### config.mk
export PLATFORM = sky130hd
export DESIGN_NAME = msu_top
export DESIGN_NICKNAME = d
export VERILOG_FILES = /design/src/common/msu_pkg.sv /design/src/hw/msu_top.sv /design/src/hw/msu_baud.sv /design/src/hw/msu_tx.sv
export VERILOG_INCLUDE_DIRS = /design/src /design/src/common
export SDC_FILE = /design/constraint.sdc
export NUM_CORES = 1
export LEC_CHECK = 0
export BUFFER_PORTS_ARGS = -buffer_cell sky130_fd_sc_hd__buf_2
export CAP_MARGIN = 20
export CORE_UTILIZATION = 50
export DETAILED_ROUTE_END_ITERATION = 12
export HOLD_SLACK_MARGIN = 0.12
export PLACE_DENSITY = 0.76
export RECOVER_POWER = 25
export SYNTH_ARGS = -nofsm -noshare
export SYNTH_HDL_FRONTEND = slang
export SYNTH_HIERARCHICAL = 1
export SYNTH_SLANG_ARGS = --single-unit
### constraint.sdc
create_clock -name pclk -period 3.65 [get_ports pclk]
set_input_delay 0.365 -clock pclk [delete_from_list [all_inputs] [get_ports pclk]]
set_output_delay 0.365 -clock pclk [all_outputs]
set_load 0.05 [all_outputs]
### src/common/msu_consts.svh
// register indices, field positions, reset values and bit timing of the serial port
`ifndef MSU_CONSTS_SVH
`define MSU_CONSTS_SVH
// register indices; byte address is four times the index
`define MSU_IDX_CONTROL 8'hf5
`define MSU_IDX_PENDING 8'hf6
`define MSU_IDX_DATA 8'hf8
`define MSU_IDX_BAUD 8'hf9
// reset values
`define MSU_CTL_RESET 8'h00
`define MSU_PND_RESET 3'h0
`define MSU_BAUD_RESET 8'h00
// serial_control fields
`define MSU_BIT_MODE_HI 7
`define MSU_BIT_MODE_LO 6
`define MSU_BIT_MPEN 5
`define MSU_BIT_RXEN 4
`define MSU_BIT_TX9 3
`define MSU_BIT_RX9 2
`define MSU_BIT_RXIE 1
`define MSU_BIT_TXIE 0
// serial_pending fields
`define MSU_PND_TX 0
`define MSU_PND_RX 1
`define MSU_PND_OVR 2
// sixteen ticks per bit: sample at mid tick, bit ends at last tick
`define MSU_MID_TICK 4'h7
`define MSU_LAST_TICK 4'hf
`define MSU_LAST_BIT8 4'h7
`define MSU_LAST_BIT9 4'h8
// receive interrupt vector
`define MSU_RX_VECTOR 8'hfa
`endif

### src/common/msu_pkg.sv
// types shared by the serial port modules
package msu_pkg;
  // operating mode from serial_control bits 7:6
  typedef enum logic [1:0] {
    MSU_MODE_SHIFT = 2'b00,
    MSU_MODE_UART8 = 2'b01,
    MSU_MODE_UART9_FIXED = 2'b10,
    MSU_MODE_UART9_VAR = 2'b11
  } msu_mode_type;
  // transmit and receive frame states
  typedef enum logic [1:0] {
    MSU_TX_IDLE = 2'b00,
    MSU_TX_START = 2'b01,
    MSU_TX_DATA = 2'b10,
    MSU_TX_STOP = 2'b11
  } msu_txst_type;
  typedef enum logic [1:0] {
    MSU_RX_IDLE = 2'b00,
    MSU_RX_START = 2'b01,
    MSU_RX_DATA = 2'b10,
    MSU_RX_STOP = 2'b11
  } msu_rxst_type;
  // module state records
  typedef struct packed {
    logic [7:0] cnt;
    logic tick;
  } msu_baud_regs_type;
  typedef struct packed {
    msu_txst_type st;
    logic [3:0] phase;
    logic [3:0] nbit;
    logic [8:0] shift;
    logic txd;
    logic done;
  } msu_tx_regs_type;
  typedef struct packed {
    logic [7:0] ctl;
    logic [2:0] pnd;
    logic [7:0] baud;
    logic [7:0] rxbuf;
    logic rx_unread;
    logic [31:0] prdata;
    logic pready;
    logic pslverr;
    msu_rxst_type rst;
    logic [3:0] rph;
    logic [3:0] rbit;
    logic [8:0] rsh;
    logic m0_act;
    logic m0_rx;
    logic [3:0] m0_ph;
    logic [3:0] m0_bit;
    logic [7:0] m0_sh;
    logic txd;
    logic rxd_out;
    logic rxd_oe;
    logic rx_irq;
    logic tx_irq;
  } msu_top_regs_type;
endpackage

### src/hw/msu_top.sv
// multimode serial port with apb register access
`timescale 1ns/100ps
`default_nettype none
`include "msu_consts.svh"
// Behaviour
// - bit rate is clock over 16 times divisor plus one; fixed mode over 16
// - data writes load the transmitter; data reads return a separate receive buffer
// - new byte may arrive before old is read; unread old byte is overwritten
// - any write to the data register starts a transmission in every mode
// - shift mode receives only with receive pending clear and receive enable set
// - asynchronous modes start receiving on a low start bit when enabled
// - reset clears the control register to zero
// - receive pending sets after eighth bit, or at mid stop bit
// - transmit pending sets after eighth bit, or at start of stop bit
// - receive or transmit pending flag plus its enable bit requests an interrupt; overrun has no enable or interrupt
// - shift mode drives shift clock on transmit pin, data on receive pin, lsb first
// - control bits 7:6 select one of four modes
// - mode 1 frames: low start, eight data lsb first, high stop
// - mode 1 receive stores the stop bit into the ninth bit field
// - nine-bit modes send control bit 3, store received ninth bit in bit 2
// - mode 3 matches mode 2 framing but uses the divisor rate
// - with filter enabled, nine-bit frames with ninth bit zero raise nothing
module msu_top (
  // clock and reset
  input wire logic pclk,
  input wire logic presetn,
  // apb slave
  input wire logic psel,
  input wire logic penable,
  input wire logic pwrite,
  input wire logic [11:0] paddr,
  input wire logic [31:0] pwdata,
  output logic [31:0] prdata,
  output logic pready,
  output logic pslverr,
  // serial pins; receive pin is two-way in shift mode
  input wire logic rxd_in,
  output logic rxd_out,
  output logic rxd_oe,
  output logic txd,
  // interrupt requests
  output logic rx_irq,
  output logic tx_irq
);
  msu_pkg::msu_top_regs_type st_reg, st_next;
  msu_pkg::msu_mode_type mode;
  logic tick;
  logic tx_txd;
  logic tx_done;
  logic setup;
  logic acc;
  logic hit;
  logic [1:0] sel;
  logic wr;
  logic tx_go;
  logic shift_mode;
  logic nine;
  logic rx_done;
  logic rx_accept;
  logic rx_load;
  logic [7:0] rx_byte;
  logic rx_ninth;
  logic rx_set;
  logic tx_set;
  logic ovr_set;
  logic [3:0] rx_last;

  // ----------------------------------------------------------------
  // mode and bus phase decode
  // ----------------------------------------------------------------

  assign mode = msu_pkg::msu_mode_type'(st_reg.ctl[`MSU_BIT_MODE_HI:`MSU_BIT_MODE_LO]);
  assign shift_mode = (mode == msu_pkg::MSU_MODE_SHIFT);
  assign nine = st_reg.ctl[`MSU_BIT_MODE_HI];
  assign rx_last = nine ? `MSU_LAST_BIT9 : `MSU_LAST_BIT8;
  assign setup = psel && !penable;
  assign acc = psel && penable && st_reg.pready;
  assign wr = acc && pwrite && hit;
  assign tx_go = wr && sel == 2'd2;

  // address decode; anything else answers with an error
  always_comb begin
    hit = 1'b1;
    sel = 2'd0;
    if (paddr == {2'b00, `MSU_IDX_CONTROL, 2'b00}) begin
      sel = 2'd0;
    end else if (paddr == {2'b00, `MSU_IDX_PENDING, 2'b00}) begin
      sel = 2'd1;
    end else if (paddr == {2'b00, `MSU_IDX_DATA, 2'b00}) begin
      sel = 2'd2;
    end else if (paddr == {2'b00, `MSU_IDX_BAUD, 2'b00}) begin
      sel = 2'd3;
    end else begin
      hit = 1'b0;
    end
  end

  // ----------------------------------------------------------------
  // rate and transmit engines
  // ----------------------------------------------------------------

  msu_baud msu_baud_inst (
    .pclk(pclk),
    .presetn(presetn),
    .divisor(st_reg.baud),
    .fixed_rate(mode == msu_pkg::MSU_MODE_UART9_FIXED),
    .tick(tick)
  );

  // shift mode never uses the framed transmitter
  msu_tx msu_tx_inst (
    .pclk(pclk),
    .presetn(presetn),
    .tick(tick),
    .nine_bit(nine),
    .start(tx_go && !shift_mode),
    .data(pwdata[7:0]),
    .bit9(st_reg.ctl[`MSU_BIT_TX9]),
    .txd(tx_txd),
    .done(tx_done)
  );

  // ----------------------------------------------------------------
  // next state
  // ----------------------------------------------------------------

  always_comb begin
    st_next = st_reg;
    rx_done = 1'b0;
    rx_accept = 1'b0;
    rx_load = 1'b0;
    rx_byte = 8'h00;
    rx_ninth = 1'b0;
    rx_set = 1'b0;
    tx_set = tx_done;
    ovr_set = 1'b0;

    // zero-wait answer: registered in setup, valid in access
    st_next.pready = setup;
    if (setup) begin
      st_next.pslverr = !hit;
      if (!hit || pwrite) begin
        st_next.prdata = 32'h0000_0000;
      end else if (sel == 2'd0) begin
        st_next.prdata = {24'h00_0000, st_reg.ctl};
      end else if (sel == 2'd1) begin
        st_next.prdata = {29'h0000_0000, st_reg.pnd};
      end else if (sel == 2'd2) begin
        st_next.prdata = {24'h00_0000, st_reg.rxbuf};
      end else begin
        st_next.prdata = {24'h00_0000, st_reg.baud};
      end
    end else if (!psel) begin
      st_next.pslverr = 1'b0;
    end

    // register writes take effect at the completing edge
    if (wr && sel == 2'd0) begin
      st_next.ctl = pwdata[7:0];
    end
    if (wr && sel == 2'd3) begin
      st_next.baud = pwdata[7:0];
    end
    if (acc && !pwrite && hit && sel == 2'd2) begin
      st_next.rx_unread = 1'b0;
    end

    // asynchronous receiver, paced by the sixteen-times tick
    if (shift_mode) begin
      st_next.rst = msu_pkg::MSU_RX_IDLE;
    end else if (tick) begin
      case (st_reg.rst)
        msu_pkg::MSU_RX_IDLE: begin
          if (st_reg.ctl[`MSU_BIT_RXEN] && !rxd_in) begin
            st_next.rst = msu_pkg::MSU_RX_START;
            st_next.rph = 4'h0;
          end
        end
        msu_pkg::MSU_RX_START: begin
          st_next.rph = st_reg.rph + 4'h1;
          // a glitch shorter than half a bit is dropped here
          if (st_reg.rph == `MSU_MID_TICK) begin
            if (!rxd_in) begin
              st_next.rst = msu_pkg::MSU_RX_DATA;
              st_next.rph = 4'h0;
              st_next.rbit = 4'h0;
            end else begin
              st_next.rst = msu_pkg::MSU_RX_IDLE;
            end
          end
        end
        msu_pkg::MSU_RX_DATA: begin
          st_next.rph = st_reg.rph + 4'h1;
          if (st_reg.rph == `MSU_LAST_TICK) begin
            st_next.rsh = {rxd_in, st_reg.rsh[8:1]};
            st_next.rbit = st_reg.rbit + 4'h1;
            if (st_reg.rbit == rx_last) begin
              st_next.rst = msu_pkg::MSU_RX_STOP;
            end
          end
        end
        default: begin
          st_next.rph = st_reg.rph + 4'h1;
          if (st_reg.rph == `MSU_LAST_TICK) begin
            st_next.rst = msu_pkg::MSU_RX_IDLE;
            rx_done = 1'b1;
          end
        end
      endcase
    end

    // frame end: nine-bit modes keep bit 9, mode 1 keeps the stop bit
    if (rx_done) begin
      if (nine) begin
        rx_byte = st_reg.rsh[7:0];
        rx_ninth = st_reg.rsh[8];
      end else begin
        rx_byte = st_reg.rsh[8:1];
        rx_ninth = rxd_in;
      end
      // filter drops address-less frames, or bad stops in mode 1
      rx_accept = !(st_reg.ctl[`MSU_BIT_MPEN] && !rx_ninth);
      if (rx_accept) begin
        st_next.ctl[`MSU_BIT_RX9] = rx_ninth;
        rx_load = 1'b1;
      end
    end

    // shift mode engine: device makes the clock, lsb first
    if (!shift_mode) begin
      st_next.m0_act = 1'b0;
    end else if (tx_go) begin
      st_next.m0_act = 1'b1;
      st_next.m0_rx = 1'b0;
      st_next.m0_sh = pwdata[7:0];
      st_next.m0_ph = 4'h0;
      st_next.m0_bit = 4'h0;
    end else if (!st_reg.m0_act) begin
      if (st_reg.ctl[`MSU_BIT_RXEN] && !st_reg.pnd[`MSU_PND_RX]) begin
        st_next.m0_act = 1'b1;
        st_next.m0_rx = 1'b1;
        st_next.m0_ph = 4'h0;
        st_next.m0_bit = 4'h0;
      end
    end else if (tick) begin
      st_next.m0_ph = st_reg.m0_ph + 4'h1;
      // receive samples on the rising shift clock edge
      if (st_reg.m0_rx && st_reg.m0_ph == `MSU_MID_TICK) begin
        st_next.m0_sh = {rxd_in, st_reg.m0_sh[7:1]};
      end
      if (st_reg.m0_ph == `MSU_LAST_TICK) begin
        st_next.m0_bit = st_reg.m0_bit + 4'h1;
        if (!st_reg.m0_rx) begin
          st_next.m0_sh = {1'b0, st_reg.m0_sh[7:1]};
        end
        if (st_reg.m0_bit == `MSU_LAST_BIT8) begin
          st_next.m0_act = 1'b0;
          if (st_reg.m0_rx) begin
            rx_byte = st_reg.m0_sh;
            rx_load = 1'b1;
          end else begin
            tx_set = 1'b1;
          end
        end
      end
    end

    // receive buffer; an unread byte is lost to the new one
    if (rx_load) begin
      st_next.rxbuf = rx_byte;
      rx_set = 1'b1;
      ovr_set = st_reg.rx_unread;
      st_next.rx_unread = 1'b1;
    end

    // pending flags: software writes, hardware set wins
    if (wr && sel == 2'd1) begin
      st_next.pnd = pwdata[2:0];
    end
    if (rx_set) begin
      st_next.pnd[`MSU_PND_RX] = 1'b1;
    end
    if (tx_set) begin
      st_next.pnd[`MSU_PND_TX] = 1'b1;
    end
    if (ovr_set) begin
      st_next.pnd[`MSU_PND_OVR] = 1'b1;
    end

    // pins: shift clock low for the first half bit, idle high
    if (shift_mode) begin
      st_next.txd = !st_next.m0_act || st_next.m0_ph[3];
    end else begin
      st_next.txd = tx_txd;
    end
    st_next.rxd_out = st_next.m0_sh[0];
    st_next.rxd_oe = shift_mode && st_next.m0_act && !st_next.m0_rx;

    // interrupt requests follow pending and enable
    st_next.rx_irq = st_next.pnd[`MSU_PND_RX] && st_next.ctl[`MSU_BIT_RXIE];
    st_next.tx_irq = st_next.pnd[`MSU_PND_TX] && st_next.ctl[`MSU_BIT_TXIE];
  end

  // ----------------------------------------------------------------
  // state register
  // ----------------------------------------------------------------

  always_ff @(posedge pclk or negedge presetn) begin
    if (!presetn) begin
      st_reg <= '0;
      st_reg.ctl <= `MSU_CTL_RESET;
      st_reg.pnd <= `MSU_PND_RESET;
      st_reg.baud <= `MSU_BAUD_RESET;
      st_reg.txd <= 1'b1;
    end else begin
      st_reg <= st_next;
    end
  end

  assign prdata = st_reg.prdata;
  assign pready = st_reg.pready;
  assign pslverr = st_reg.pslverr;
  assign rxd_out = st_reg.rxd_out;
  assign rxd_oe = st_reg.rxd_oe;
  assign txd = st_reg.txd;
  assign rx_irq = st_reg.rx_irq;
  assign tx_irq = st_reg.tx_irq;
endmodule
`default_nettype wire

### src/hw/msu_baud.sv
// sixteen-times bit-rate tick generator
`timescale 1ns/100ps
`default_nettype none
module msu_baud (
  // clock and reset
  input wire logic pclk,
  input wire logic presetn,
  // rate selection
  input wire logic [7:0] divisor,
  input wire logic fixed_rate,
  // one pulse per sixteenth of a bit
  output logic tick
);
  msu_pkg::msu_baud_regs_type st_reg, st_next;

  // reload at the limit; fixed rate ticks every clock
  always_comb begin
    st_next = st_reg;
    st_next.tick = 1'b0;
    if (fixed_rate || st_reg.cnt >= divisor) begin
      st_next.cnt = 8'h00;
      st_next.tick = 1'b1;
    end else begin
      st_next.cnt = st_reg.cnt + 8'h01;
    end
  end

  always_ff @(posedge pclk or negedge presetn) begin
    if (!presetn) begin
      st_reg <= '0;
    end else begin
      st_reg <= st_next;
    end
  end

  assign tick = st_reg.tick;
endmodule
`default_nettype wire

### src/hw/msu_tx.sv
// asynchronous frame transmitter: start, 8 or 9 data bits, stop
`timescale 1ns/100ps
`default_nettype none
`include "msu_consts.svh"
module msu_tx (
  // clock and reset
  input wire logic pclk,
  input wire logic presetn,
  // timing and format
  input wire logic tick,
  input wire logic nine_bit,
  // load request
  input wire logic start,
  input wire logic [7:0] data,
  input wire logic bit9,
  // line and completion
  output logic txd,
  output logic done
);
  msu_pkg::msu_tx_regs_type st_reg, st_next;
  logic [3:0] last_bit;

  assign last_bit = nine_bit ? `MSU_LAST_BIT9 : `MSU_LAST_BIT8;

  // a load restarts the frame at once, even mid-frame
  always_comb begin
    st_next = st_reg;
    st_next.done = 1'b0;
    if (start) begin
      st_next.st = msu_pkg::MSU_TX_START;
      st_next.phase = 4'h0;
      st_next.nbit = 4'h0;
      st_next.shift = {bit9, data};
      st_next.txd = 1'b0;
    end else if (tick && st_reg.st != msu_pkg::MSU_TX_IDLE) begin
      st_next.phase = st_reg.phase + 4'h1;
      if (st_reg.phase == `MSU_LAST_TICK) begin
        case (st_reg.st)
          msu_pkg::MSU_TX_START: begin
            st_next.st = msu_pkg::MSU_TX_DATA;
            st_next.txd = st_reg.shift[0];
            st_next.shift = {1'b1, st_reg.shift[8:1]};
          end
          msu_pkg::MSU_TX_DATA: begin
            st_next.nbit = st_reg.nbit + 4'h1;
            if (st_reg.nbit == last_bit) begin
              st_next.st = msu_pkg::MSU_TX_STOP;
              st_next.txd = 1'b1;
              st_next.done = 1'b1;
            end else begin
              st_next.txd = st_reg.shift[0];
              st_next.shift = {1'b1, st_reg.shift[8:1]};
            end
          end
          default: begin
            st_next.st = msu_pkg::MSU_TX_IDLE;
          end
        endcase
      end
    end
  end

  always_ff @(posedge pclk or negedge presetn) begin
    if (!presetn) begin
      st_reg <= '0;
      st_reg.txd <= 1'b1;
    end else begin
      st_reg <= st_next;
    end
  end

  assign txd = st_reg.txd;
  assign done = st_reg.done;
endmodule
`default_nettype wire

* After elaboration in Yosys (flattened, before gate mapping)
Index checks and enable logic that the tools add are counted.
** Word-level totals
- Register bits :: 133
- Input bits :: 50
- Output and inout bits :: 39
** Cells by class
- Add/sub/neg operators :: 7
- $lt $le $gt $ge :: 1
- Equality and inequality tests :: 33
- Mux-type cells :: 101
- Bitwise gates (word level) :: 1
- Reduce and logical (&&, ||, !) cells :: 62
** Operators by type and width (count)
- $mux 8 :: 19
- $mux 1 :: 49
- $eq 12x10->1 const B :: 4
- $add 4x1->4 const B :: 6
- $logic_and 1x1->1 :: 22
- $mux 2 :: 11
- $mux 21 :: 1
- $mux 10 :: 2
- $mux 20 :: 1
- $pmux 10 s2 :: 1
- $reduce_bool 2->1 :: 10
- $mux 19 :: 1
- $mux 18 :: 1
- $mux 9 :: 2
- $pmux 6 s3 :: 1
- $reduce_and 3->1 :: 6
- $mux 17 :: 1
- $mux 16 :: 1
- $mux 15 :: 1
- $mux 13 :: 1
- $eq 4x3->1 const B :: 3
- $eq 4x4->1 const B :: 3
- $mux 12 :: 1
- $ne 3x3->1 const B :: 4
- 23 further kinds :: 53

* Depth between registers and ports, before layout
- Word-level depth :: 20
- Gate-level depth with buffers :: 10
- Mapped depth without buffers :: 6

* Cells and area by module
The synthesis kept the hierarchy.
** By module, submodules not included
- msu_top :: times used 1, cells each 432, area each 4538.1 um^2, seq. area each 1978.1 um^2
- msu_tx :: times used 1, cells each 122, area each 1212.4 um^2, seq. area each 526.8 um^2
- msu_baud :: times used 1, cells each 56, area each 560.5 um^2, seq. area each 225.2 um^2

* Worst setup path after synthesis
Ideal clock, no wire load.
- Path kind :: register to register
- Start :: reg st_reg (netlist bit pready)
- End :: reg msu_tx_inst/st_reg[10] (netlist bit)
- Library setup time :: 0.137 ns
- Data arrival time :: 2.419 ns
- Data required time :: 3.513 ns
- Path slack :: 1.094 ns
- Stages on the path, launching flop included :: 9
- Buffers on the path :: 3
- Clock period less this slack :: 2.556 ns
- Cell sequence :: dfrtp_1 -> and4_1 -> nor2b_1 -> nand2_4 -> buf_2 -> nor2_1 -> clkbuf_1 -> clkbuf_1 -> o21ai_0
** Between the ends
- Longest elaborated chain between the ends :: 7
** Ends and longest elaborated chain
- from (decl) :: RTL line msu_top.sv:45 : msu_pkg::msu_top_regs_type st_reg, st_next;
- from (signal assigned) :: RTL line msu_top.sv:316 : st_reg <= st_next;
- $logic_and 1x1->1 * :: RTL line msu_top.sv:77 : assign acc = psel && penable && st_reg.pready;
- $logic_and 1x1->1 * (2 in a row) :: RTL line msu_top.sv:78 : assign wr = acc && pwrite && hit;
- $logic_and 1x1->1 * :: RTL line msu_top.sv:79 : assign tx_go = wr && sel == 2'd2;
- $logic_and 1x1->1 * :: RTL line msu_top.sv:116 : .start(tx_go && !shift_mode),
- $ne 3x2->1 (no source line), or another cell as far along
- $reduce_and 4->1 (no source line)
- to (signal assigned) :: RTL line msu_tx.sv:68 : st_reg <= st_next;
- to (decl) :: RTL line msu_tx.sv:20 : msu_pkg::msu_tx_regs_type st_reg, st_next;
Every way passes the cells marked *; elsewhere a longest branch is shown, timed or not.
A chain may end at the register's enable or synchronous reset.

* Worst setup path in the final report
- Start :: reg st_reg (netlist bit mode[0])
- End :: reg st_reg[78] (netlist bit)
** Between the ends
- Longest elaborated chain between the ends :: 10
** Ends and longest elaborated chain
- $logic_not 2->1 * :: RTL line msu_top.sv:73 : assign shift_mode = (mode == msu_pkg::MSU_MODE_SHIFT);
- $mux 1 :: RTL line msu_top.sv:169 : if (shift_mode) begin
- $mux 8 / $mux 1 (equally long branches) :: RTL line msu_top.sv:213 : if (rx_done) begin
- $mux 8 / $mux 1 (equally long branches) :: RTL line msu_top.sv:258 : if (st_reg.m0_rx) begin
- $mux 8 / $mux 1 (equally long branches) :: RTL line msu_top.sv:256 : if (st_reg.m0_bit == `MSU_LAST_BIT8) begin
- $mux 8 / $mux 1 (equally long branches) :: RTL line msu_top.sv:251 : if (st_reg.m0_ph == `MSU_LAST_TICK) begin
- $mux 8 / $mux 1 (equally long branches) :: RTL line msu_top.sv:245 : end else if (tick) begin
- $mux 8 / $mux 1 (equally long branches) :: RTL line msu_top.sv:238 : end else if (!st_reg.m0_act) begin
- $mux 8 / $mux 1 (equally long branches) :: RTL line msu_top.sv:232 : end else if (tx_go) begin
- $mux 8 / $mux 1 (equally long branches) :: RTL line msu_top.sv:230 : if (!shift_mode) begin
Marked as above.

==> flow_summary_export.csv <==
group,metric,value,unit
sta,max_slew_margin,-0.210,
detailed_routing,wl_per_cell,17.6,µm
floorplanning,die_x,114,µm
sta,skew,0.00732,ns
clock_network,clock-sinks,109,
detailed_routing,drcViolationCount,0,
clock_network,clkSlewWorstSetupHoldPaths,0.07,ns
synthesis,synth_edf_count,0,
hold_path,min_path_type,"in -> reg",
clock_network,cts_hold_buf,0,
synthesis,synth_top_area_frac,0.424,
synthesis,synth_area_per_cell,10.3,µm²
synthesis,synth_largest_area_cell,"dfrtp_1",
worst_setup_path,setup.worst_path.start_class,"flip-flop",
sta,finalSetupTns,0,ns
worst_setup_path,crit_chain,"or2_1 > nand4_1 > a211oi_2 > buf_4 > mux2i_1 > mux2i_1",
finish,diodes,0,
detailed_routing,dr_wl_met2,6690,µm
sta,worst_pin_slew,1.82,ns
synthesis,synthTopCellsByArea,"dfrtp_1 (42%), mux2_2 (6.8%), mux2i_1 (5.1%), buf_4 (4.4%), ha_1 (3.6%)",
placed_design,dp_slack,1.25,ns
finish,largest_reg_flops,63,
clock_network,cts_buffer_depth,2,
floorplanning,die_area,0.0131,mm²
power_and_ir_drop,leakage,0.00313,µW
sta,fin_crit_sh,0.652,
worst_setup_path,worst_path_max_delay_cell,"or2_1",
finish,layout_common_cells,"dfrtp_1 (107), mux2_2 (38), buf_2 (38)",
global_route,grt_overflow,0,
clock_network,h-tree-depth,3,
power_and_ir_drop,cellPowerDensity,457,mW/mm²
clock_network,cts_made_buffers,9,
detailed_routing,via_per_inst,5.90,
detailed_routing,dr.first_iter.drc_count,314,
finish,layout_commonest_cell,"dfrtp_1",
detailed_routing,top_layer,"met4",
worst_setup_path,startpoint,"mode[0]$_DFFE_PN0P_",
finish,layout-area-overhead-vs-synth,7.75,%
clock_network,cts_tree,"built",
floorplanning,rows,40,
placed_design,dp_cells,789,
synthesis,synth_cell_types,80,
flow_run,cap_violations,1,
synthesis,syn_area,0.00631,mm²
finish,layout-drive-gt1-share,0.200,
detailed_routing,dr_wl_met3,693,µm
global_route,grt_pass1_wl,23200,µm
worst_setup_path,crit_fanout,18,
worst_setup_path,r2r_end,"st_reg[78]$_DFFE_PN0P_",
floorplanning,start_util,0.519,
worst_setup_path,crit_arrival,2.58,ns
global_route,grt_pass1_vias,4627,
detailed_routing,met1_length,6280,µm
placed_design,portBuffers,40,
global_route,antenna_found_initial,0,
worst_setup_path,criticalPathCategory,"reg -> reg",
synthesis,async_flop_share,1.00,
placed_design,globalplace.congestion,0.915,
worst_setup_path,reg2reg_from,"mode[0]$_DFFE_PN0P_",
placed_design,dp_hpwl,10100,µm
synthesis,synth_warnings,6,
worst_setup_path,endpoint,"st_reg[78]$_DFFE_PN0P_",
power_and_ir_drop,ir_worst_vdd,349,µV
clock_network,post-cts-setup-buffers,0,
worst_setup_path,reg2regPathDepth,6,
detailed_routing,drt_wl_total,14200,µm
sta,setup_viol,0,
global_route,grtUsageTotal,0.229,
detailed_routing,num_vias,4746,
floorplanning,ios,89,
synthesis,ys_ff_latch,109,
finish,instances_no_fill,804,
sta,maxSlewViolCount,74,
sta,fmax,420,MHz
clock_network,cts_root_buf,"clkbuf_16",
sta,finalHoldViolCount,0,
floorplanning,die_y,114,µm
finish,nFillCells,1045,
synthesis,synth_seq_area_share,0.433,
sta,layout_min_cycle_time,2.38,ns
clock_network,clkLatencyLatePin,0.35,ns
detailed_routing,ant_nets,0,
detailed_routing,dr.pass1.iters,5,
worst_setup_path,required,3.85,ns
worst_setup_path,end_kind,"flip-flop",
outcome,failed_checks,"capacitance limit, slew limit",
sta,layout_setup_ws,1.27,ns
floorplanning,coreArea,0.0122,mm²
global_route,grt_max_degree,74,
worst_setup_path,crit_buf_inv,1,
finish,postLayoutCoreUtil,0.559,
worst_setup_path,cp_top_family,"simple AND/OR/NAND/NOR gates",
finish,fin_nets,700,
worst_setup_path,critPathMaxStageDelay,0.62,ns
clock_network,cts-resized-gates,0,
worst_setup_path,crit_top_cell,"mux2i_1",
worst_setup_path,r2r_slack,1.27,ns
sta,rsz0062_at_grt,"false",
outcome,outcome,"finished, violations left",
synthesis,synth-main-ff-cell,"dfrtp_1",
worst_setup_path,cp.depth,6,
synthesis,syn-instance-count,610,
==> Yosys cell counts, types with 15 or more instances <==
master and n:
mux2i_1 32, inv_1 24, nor2_1 37, ha_1 18
mux2_2 38, dfrtp_1 107, o21ai_0 23, a21oi_1 27
nand3_1 17, nand2_1 33, nor3_1 15, buf_4 37
a2bb2oi_1 15
==> kinds of logic after synthesis <==
family | after synthesis | share of synthesized area
compound gates | 137 | 0.159
xor+xnor | 16 | 0.0222
fa+ha+maj | 18 | 0.0357
buf+inv | 84 | 0.0743
flops | 109 | 0.433
mux | 72 | 0.123
other cells | 1 | 0.000594
simple gates | 173 | 0.152
==> per-layer routing <==
layer	track usage	up-vias
met5	0	-
met4	0.124	0
met3	0.0302	38
met2	0.368	161
met1	0.303	2343
li1	-	2204
==> power breakdown <==
part	internal, µW	switching (µW)	leakage [µW]
logic	229	358	0.00160
registers	1340	137	0.00137
clock network	598	442	0.000152
total	2170	937	0.00313
==> metrics by stage <==
stage	hold slack (ns)	cell area [µm²]	total power, µW
after floorplan	0.0694	6400	1930
after global placement	0.463	6490	2050
after detailed placement	0.471	6490	2080
after CTS	0.195	6800	3120
after global routing	0.274	6800	3260
final	0.274	6800	3110
==> area by class of cell <==
type	count	area [µm²]	area share
Timing Repair Buffer	47	251	0.0370
Clock inverter	6	86.3	0.0127
Clock buffer	9	225	0.0331
Multi-Input combinational cell	440	3200	0.471
Inverter	25	93.8	0.0138
Sequential cell	109	2730	0.401
Tap cell	168	210	0.0309
==> worst min path at each step <==
| stage | from | end | slack (ns) | depth (start not counted) |
|---|---|---|---|---|
| final | psel | pslverr$_DFFE_PN0P_ | 0.27 | 2 |
| after global routing | psel | pslverr$_DFFE_PN0P_ | 0.27 | 2 |
| after CTS | presetn | msu_tx_inst/st_reg[11]$_DFFE_PN0P_ | 0.19 | 1 |
| after detailed placement | prdata[3]$_DFFE_PN0P_ | prdata[3]$_DFFE_PN0P_ | 0.47 | 2 |
| after global placement | prdata[1]$_DFFE_PN0P_ | prdata[1]$_DFFE_PN0P_ | 0.46 | 2 |
| after floorplan | presetn | mode[0]$_DFFE_PN0P_ | 0.07 | 0 |
(Power assumes the default switching activity.)
